$ cat config.mk
export PLATFORM = sky130hd
export DESIGN_NAME = ahp_port
export DESIGN_NICKNAME = d
export VERILOG_FILES = /design/src/ahp_pkg.sv /design/src/ahp_port.sv
export SDC_FILE = /design/constraint.sdc
export NUM_CORES = 1
export LEC_CHECK = 0
export ABC_AREA = 1
export ABC_CLOCK_PERIOD_IN_PS = 2970
export BUFFER_PORTS_ARGS = -buffer_cell sky130_fd_sc_hd__buf_2
export CAP_MARGIN = 20
export CORE_MARGIN = 2
export CORE_UTILIZATION = 63
export DETAILED_ROUTE_END_ITERATION = 8
export PLACE_DENSITY = 0.85
export SYNTH_ARGS = -nofsm -noshare
export SYNTH_HDL_FRONTEND = slang
export SYNTH_SLANG_ARGS = --single-unit
$ cat constraint.sdc
create_clock -name i_mclk -period 2.97 [get_ports i_mclk]
set_clock_uncertainty 0.1 [all_clocks]
set_input_delay 0.4455 -clock i_mclk [delete_from_list [all_inputs] [get_ports i_mclk]]
set_output_delay 0.4455 -clock i_mclk [all_outputs]
set_load 0.05 [all_outputs]
$ cat src/ahp_pkg.sv
package ahp_pkg;

    // Serial word and conversion result sizes.
    localparam int WORD_W = 16;
    localparam int RES_W = 12;
    localparam int CHAN_W = 3;
    localparam int FIFO_DEPTH = 32;
    localparam logic [4:0] BITS_PER_WORD = 5'h10;

    // Control word layout.
    localparam int CHAN_LSB = 13;
    localparam int SW_START_BIT = 12;
    localparam int TWO_WIRE_BIT = 11;
    localparam logic [WORD_W-1:0] CTRL_RESET = 16'h0000;
    localparam logic [WORD_W-1:0] WRITE_NOP = 16'h0000;

    // Conversion time counted in master clock periods, rounded down.
    localparam int CONV_TIME_NS = 4600;
    localparam int MCLK_IN_KHZ = 4000;
    localparam int CONV_MCLK_PERIODS = CONV_TIME_NS * MCLK_IN_KHZ / 1000000;
    localparam logic [4:0] CONV_LAST = 5'(CONV_MCLK_PERIODS - 1);

    typedef struct packed {
        logic [1:0] sclk_s;
        logic [1:0] sync_s;
        logic [1:0] din_s;
        logic [1:0] cnv_s;
        logic [1:0] mck_s;
        logic sclk_prev;
        logic sync_prev;
        logic cnv_prev;
        logic mck_prev;
        logic [4:0] bit_cnt;
        logic [WORD_W-1:0] rx;
        logic [WORD_W-1:0] tx;
        logic rd_phase;
        logic [WORD_W-1:0] ctrl;
        logic busy;
        logic [4:0] conv_cnt;
        logic [RES_W-1:0] sample;
        logic [RES_W-1:0] last_res;
        logic push;
        logic dout;
        logic dout_oe_n;
        logic din_o;
        logic din_oe_n;
    } ahp_state_t;

endpackage

$ cat src/ahp_port.sv
// Operation
// - Three-wire mode: shift in control word while shifting out previous result.
// - An all-zero write word changes no register.
// - Busy falling clears software start bit; it is only accepted afterwards.
// - A conversion completes within 4.6 us at a 4 MHz master clock.
// - Device drives busy to mark conversion; host may ignore it.
// - Frame select low enables output in three-wire mode; first falling edge gives leading zero.
// - Serial input is sampled on the rising serial clock edge.
// - Frame select high then low resets the serial framing.

module ahp_fifo #(
    parameter int W = 12,
    parameter int D = 32
) (
    // Clock and reset
    input wire logic i_mclk,
    input wire logic i_rst_n,
    // Filling side
    input wire logic i_in_valid,
    input wire logic [W-1:0] i_in_data,
    output logic o_in_ready,
    // Draining side
    output logic o_out_valid,
    output logic [W-1:0] o_out_data,
    input wire logic i_out_ready
);
    localparam int AW = $clog2(D);

    logic [W-1:0] mem_q [D];
    logic [AW-1:0] wr_q;
    logic [AW-1:0] rd_q;
    logic [AW:0] cnt_q;
    logic do_wr;
    logic do_rd;

    assign o_in_ready = (cnt_q != (AW+1)'(D));
    assign o_out_valid = (cnt_q != '0);
    assign o_out_data = mem_q[rd_q];
    assign do_wr = i_in_valid & o_in_ready;
    assign do_rd = i_out_ready & o_out_valid;

    always_ff @(posedge i_mclk or negedge i_rst_n) begin
        if (!i_rst_n) begin
            wr_q <= '0;
            rd_q <= '0;
            cnt_q <= '0;
        end else begin
            if (do_wr) begin
                wr_q <= (wr_q == AW'(D - 1)) ? '0 : wr_q + 1'b1;
            end
            if (do_rd) begin
                rd_q <= (rd_q == AW'(D - 1)) ? '0 : rd_q + 1'b1;
            end
            cnt_q <= cnt_q + (AW+1)'(do_wr) - (AW+1)'(do_rd);
        end
    end

    // Storage carries no reset so it maps onto plain flip-flops without a reset tree.
    always_ff @(posedge i_mclk) begin
        if (do_wr) begin
            mem_q[wr_q] <= i_in_data;
        end
    end
endmodule

module ahp_port
    import ahp_pkg::*;
(
    // System clock and reset
    input wire logic i_mclk,
    input wire logic i_rst_n,
    // Serial pins
    input wire logic i_sclk,
    input wire logic i_sync_n,
    input wire logic i_din,
    output logic o_din,
    output logic o_din_oe_n,
    output logic o_dout,
    output logic o_dout_oe_n,
    // Conversion control pins
    input wire logic i_conversion_start_n,
    input wire logic i_master_clock_in,
    output logic o_busy,
    // Converter core side
    input wire logic [RES_W-1:0] i_sample,
    output logic [WORD_W-1:0] o_ctrl,
    output logic [CHAN_W-1:0] o_channel,
    output logic o_two_wire
);
    ahp_state_t q;
    ahp_state_t n;
    logic fifo_in_ready;
    logic fifo_out_valid;
    logic [RES_W-1:0] fifo_out_data;
    logic pop;
    logic rise;
    logic fall;
    logic mck_rise;
    logic cnv_fall;
    logic two_wire;
    logic word_done;

    ahp_fifo #(.W(RES_W), .D(FIFO_DEPTH)) u_fifo (
        .i_mclk(i_mclk),
        .i_rst_n(i_rst_n),
        .i_in_valid(q.push),
        .i_in_data(q.sample),
        .o_in_ready(fifo_in_ready),
        .o_out_valid(fifo_out_valid),
        .o_out_data(fifo_out_data),
        .i_out_ready(pop)
    );

    always_comb begin
        n = q;
        pop = 1'b0;
        n.push = 1'b0;
        n.sclk_s = {q.sclk_s[0], i_sclk};
        n.sync_s = {q.sync_s[0], i_sync_n};
        n.din_s = {q.din_s[0], i_din};
        n.cnv_s = {q.cnv_s[0], i_conversion_start_n};
        n.mck_s = {q.mck_s[0], i_master_clock_in};
        n.sclk_prev = q.sclk_s[1];
        n.sync_prev = q.sync_s[1];
        n.cnv_prev = q.cnv_s[1];
        n.mck_prev = q.mck_s[1];
        rise = q.sclk_s[1] & ~q.sclk_prev;
        fall = ~q.sclk_s[1] & q.sclk_prev;
        mck_rise = q.mck_s[1] & ~q.mck_prev;
        cnv_fall = ~q.cnv_s[1] & q.cnv_prev;
        two_wire = q.ctrl[TWO_WIRE_BIT];
        word_done = 1'b0;

        // Conversion timing runs on master clock edges.
        if (q.busy && mck_rise) begin
            n.conv_cnt = q.conv_cnt + 5'h01;
            if (q.conv_cnt == CONV_LAST) begin
                n.busy = 1'b0;
                n.push = 1'b1;
                n.ctrl[SW_START_BIT] = 1'b0;
            end
        end
        // A start landing on the finishing cycle takes its sample one cycle late, after the
        // finished result has been queued, so the queued result is never overwritten.
        if (q.push && q.busy) begin
            n.sample = i_sample;
        end
        // The start pin is refused while busy or while no result slot is free.
        if (cnv_fall && !n.busy && fifo_in_ready) begin
            n.busy = 1'b1;
            n.conv_cnt = '0;
            if (!n.push) begin
                n.sample = i_sample;
            end
        end

        if (q.sync_s[1]) begin
            n.bit_cnt = '0;
            n.dout_oe_n = 1'b1;
            n.din_oe_n = 1'b1;
        end else begin
            if (q.sync_prev) begin
                n.bit_cnt = '0;
                n.dout_oe_n = two_wire;
                n.din_oe_n = ~(two_wire & q.rd_phase);
                n.dout = 1'b0;
                if (fifo_out_valid) begin
                    pop = 1'b1;
                    n.last_res = fifo_out_data;
                    n.tx = {4'h0, fifo_out_data};
                end else begin
                    n.tx = {4'h0, q.last_res};
                end
            end
            if (rise && q.bit_cnt != BITS_PER_WORD) begin
                n.rx = {q.rx[WORD_W-2:0], q.din_s[1]};
                n.bit_cnt = q.bit_cnt + 5'h01;
                if (q.bit_cnt == BITS_PER_WORD - 5'h01) begin
                    word_done = ~(two_wire & q.rd_phase);
                    if (two_wire) begin
                        // Two-wire frames alternate write and read, even with select held low.
                        n.bit_cnt = '0;
                        n.rd_phase = ~q.rd_phase;
                        n.din_oe_n = q.rd_phase;
                        if (!q.rd_phase) begin
                            n.tx = {4'h0, q.last_res};
                        end
                    end
                end
            end
            if (fall && q.bit_cnt != BITS_PER_WORD && (!two_wire || q.rd_phase)) begin
                n.dout = q.tx[WORD_W-1];
                n.din_o = q.tx[WORD_W-1];
                n.tx = {q.tx[WORD_W-2:0], 1'b0};
            end
        end

        if (word_done && n.rx != WRITE_NOP) begin
            n.ctrl = n.rx;
            if (n.rx[TWO_WIRE_BIT] != two_wire) begin
                n.rd_phase = 1'b0;
            end
            if (n.rx[SW_START_BIT]) begin
                if (!n.busy && fifo_in_ready) begin
                    n.busy = 1'b1;
                    n.conv_cnt = '0;
                    if (!n.push) begin
                        n.sample = i_sample;
                    end
                end else begin
                    // A refused start leaves no stale request behind in the register.
                    n.ctrl[SW_START_BIT] = 1'b0;
                end
            end
        end
    end

    always_ff @(posedge i_mclk or negedge i_rst_n) begin
        if (!i_rst_n) begin
            q <= '{sclk_s: 2'h3, sync_s: 2'h3, cnv_s: 2'h3, sclk_prev: 1'b1,
                   sync_prev: 1'b1, cnv_prev: 1'b1, ctrl: CTRL_RESET,
                   dout_oe_n: 1'b1, din_oe_n: 1'b1, default: '0};
        end else begin
            q <= n;
        end
    end

    always_comb begin
        o_dout = q.dout;
        o_dout_oe_n = q.dout_oe_n;
        o_din = q.din_o;
        o_din_oe_n = q.din_oe_n;
        o_busy = q.busy;
        o_ctrl = q.ctrl;
        o_channel = q.ctrl[CHAN_LSB +: CHAN_W];
        o_two_wire = q.ctrl[TWO_WIRE_BIT];
    end
endmodule

==> impl_summary.txt <==
----------------------------------------------------
[Worst hold path]
  Path type of the worst min-delay path ... reg2reg

[STA]
  Period utilisation layout ... slightly below 90%
  Setup TNS ... 0 ps
  Hold Slack ... between 200 and 300 ps
  Total setup violations reported at the end of the flow ... 0
  Achievable clock frequency ... 379 MHz
  Number of failing hold endpoints at the final stage ... 0
  RSZ-0062 raised after global routing ... false
  Final Max Tran Viols ... 0
  Post-layout min period ... roughly 2600 ps
  Slew headroom ... 40.2%
  Pin slew with the least headroom to its limit ... around 900 ps

[Synth]
  Fraction of synthesized cell area taken by the top area cell type ... about half
  Library cell with the highest instance count after synthesis ... sky130_fd_sc_hd__nand2_1
  Cells taking the most area after synthesis ... sky130_fd_sc_hd__edfxtp_1, sky130_fd_sc_hd__nand2_1, sky130_fd_sc_hd__dfrtp_1
  Synth warnings ... 0
  Portion of the post-synthesis area used by sequential elements ... ~62%
  Synthesized netlist cell count ... roughly 2500
  Cell taking the most area after synthesis ... sky130_fd_sc_hd__edfxtp_1
  Post-Synthesis Mean Instance Area ... around 9.3 µm²
  Ys async rst share ... between 20% and 30%
  Post-synthesis instance area ... 23600 µm²
  Distinct cell type count after synthesis ... 45
  Post-synth EDFFs ... around 380
  Net count of the mapped netlist ... 2583
  Synthesis-stage register bit count ... roughly 500
  Main flop type after synthesis ... sky130_fd_sc_hd__edfxtp_1
  Top cell types by occurrence after synthesis ... sky130_fd_sc_hd__nand2_1, sky130_fd_sc_hd__edfxtp_1, sky130_fd_sc_hd__inv_1

[Routing]
  Per-cell via count in the routed design ... between 5 and 6
  Detailed-route via count ... around 18000
  Number of nets still failing antenna checks after routing ... 0
  DRC violation total after the first TritonRoute iteration ... around 2000
  Routed wire length per instance ... 18.7 µm
  Drt drc ... 0
  Count of TritonRoute iterations in the first routing pass ... 6
  Total wire length ... approximately 58 mm

[Worst setup path]
  Crit-path most repeated cell ... sky130_fd_sc_hd__inv_1
  Kind of start point of the critical path ... flop
  Standard cell with the maximum stage delay on the critical path ... sky130_fd_sc_hd__dfstp_2
  Critical Path Max Stage Delay ... approximately 530 ps
  Critical path type ... reg2reg
  Critical path endpoint category ... flop
  Worst-path maximum fanout ... 14
  Critical-path cell list ... inv_1, nor2_1, nand2_1, inv_1, ha_1, inv_1, ha_1, inv_1, fa_1, o21a_1, xor2_1
  Critical Path AT ... around 3000 ps
  CP required ... roughly 3300 ps

[Pwr]
  PD cells ... around 810 nW/µm²
  Static leakage power ... roughly 0.012 µW
  Peak supply drop ... 0.556 mV
  Tot Pwr ... 21100 µW

[Clock tree]
  Total setup buffers inserted after CTS ... 0
  CTS tree ... yes
  Clock buffer depth ... 3
  Clk sink count ... roughly 500
  Clock latency at the later pin of the worst-skew pair ... between 500 and 600 ps
  CTS-repair resized insts ... 0
  Clock root buffer master ... sky130_fd_sc_hd__clkbuf_16
  CTS clk-pin slew, worst paths ... ~60 ps
  Depth of the CTS H-tree ... 2
  TritonCTS Buffers ... 50

[Run]
  Max-capacitance violation count ... 0

[Global routing]
  Total track usage ... between 30% and 40%
  Via count of the first global-routing pass ... 17200
  Initial antenna violation count ... 0
  Global-route wire length before repair ... 90.8 mm
  Global route total overflow ... 0
  Pin count of the biggest net entering global routing ... 100

[Cells and area]
  Number of antenna diodes ... 0
  Relative area change from synthesis to final layout ... 10.6%
  Share of cells above drive strength 1 ... between 10% and 20%
  Layout net count ... between 2000 and 3000

[Die]
  # IOs ... 44
  Area of the placeable core ... roughly 37000 µm²
  Vert. Die Dim ... 198 µm
  Area of the die ... around 39000 µm²
  Row Count ... 70
  Overall die width ... about 200 µm
  Starting utilization of the core area ... between 60% and 70%

[Place]
  Final HPWL from detailed placement ... between 30 and 40 mm
  # port buffers ... 43
  Final weighted congestion of routability-driven global placement ... between 0.8 and 0.9

[Run status]
  Run status ... finished clean

----------------------------------------------------
## layer usage
layer	GRT usage (%)	routed length (µm)	vias to the layer above
met2	50.2	28200	926
met5	0	0	-
met4	12.6	2290	0
li1	-	-	8198
met1	39.5	21700	8330
met3	5.55	5520	158
## flip-flops by register name (all words and copies together), names as in the netlist
register / flops
u_fifo.rd_q: 5
q: 73
o_dout: 1
o_din_oe_n: 1
o_ctrl: 16
n: 9
u_fifo.wr_q: 5
o_busy: 1
o_dout_oe_n: 1
u_fifo.cnt_q: 6
o_din: 1
u_fifo.mem_q: 384
## cell families (layout without fill, tap and decap cells)
logic type | Yosys count | after routing | synth area share (%)
buffers and inverters | 520 | 594 | 8.96
AOI/OAI and AO/OA | 99 | 99 | 2.48
adders and majority gates | 23 | 23 | 1.25
and+or+nand+nor | 1385 | 1385 | 25.4
xor gates and xnor gates | 11 | 11 | 0.408
DFF | 503 | 503 | 61.5
## per-stage QoR
stage / instance area [µm²] / worst slack [ps] / utilization [%] / instances
floorplan: 23600 / 251 / - / 2541
global placement: 24400 / 455 / 66.2 / 2984
detailed placement: 24400 / 390 / 66.2 / 2984
CTS: 26100 / 335 / 71.0 / 3083
global route: 26100 / 142 / 71.0 / 3083
finish: 26100 / 332 / 71.0 / 3083
## area by class of cell
class                      count  area (µm²)
inverter                     377        1420
fill                        2510       10700
tap                          468         586
clock buffer                  61        1370
clock inverter                32         322
sequential                   503       14500
timing repair buffer         124         928
multi-input combinational   1518        6960
## critical path, delay by kind of cell, from the launching register on
kind	cells	cell delay, ps
XOR/XNOR	1	150
AO/OA/AOI/OAI	1	230
flip-flops	1	530
AND/OR/NAND/NOR	2	290
adder cells (fa/ha/maj)	3	840
buffers and inverters	4	380
## where the power goes
group          internal, µW  total [µW]  switching [µW]
Clock                  3800        6470            2670
Combinational          1800        6130            4340
Sequential             8190        8490             300
Total                 13800       21100            7300
## repair_timing
action | in CTS | in global routing
endpoints found under the setup margin | 0 | 0
endpoints found under the hold margin | 39 | 0
hold buffers | 6 | 0
## cells in the final DEF, fill, tap and decap left out, types with 7 or more instances in the layout
master / n
sky130_fd_sc_hd__nand3_1: 350
sky130_fd_sc_hd__clkinv_2: 9
sky130_fd_sc_hd__a22oi_1: 11
sky130_fd_sc_hd__nand2_1: 857
sky130_fd_sc_hd__dfstp_2: 11
sky130_fd_sc_hd__nor2_1: 63
sky130_fd_sc_hd__nand4_1: 21
sky130_fd_sc_hd__buf_2: 42
sky130_fd_sc_hd__or2_2: 54
sky130_fd_sc_hd__o211ai_1: 12
sky130_fd_sc_hd__clkbuf_1: 7
sky130_fd_sc_hd__edfxtp_1: 384
sky130_fd_sc_hd__buf_4: 69
sky130_fd_sc_hd__nand2_2: 15
sky130_fd_sc_hd__inv_1: 363
sky130_fd_sc_hd__buf_12: 7
sky130_fd_sc_hd__a21oi_1: 7
sky130_fd_sc_hd__ha_1: 22
sky130_fd_sc_hd__clkinv_1: 12
sky130_fd_sc_hd__o21ai_0: 55
sky130_fd_sc_hd__nor3_1: 7
sky130_fd_sc_hd__clkbuf_16: 53
sky130_fd_sc_hd__dfrtp_1: 106
sky130_fd_sc_hd__inv_2: 11
## path summary, 6_finish.rpt
check / cells after the start / start / end / slack [ps]
max reg2reg: 11 / q[91] / u_fifo.cnt_q[4] / 330
min reg2reg: 0 / n[102] / n[92] / 260
min: 0 / n[102] / n[92] / 260
max in group asynchronous: 3 / i_rst_n / q[92] / 1690
max: 11 / q[91] / u_fifo.cnt_q[4] / 330
min in group asynchronous: 2 / i_rst_n / o_din / 300
(Power assumes the default switching activity.)
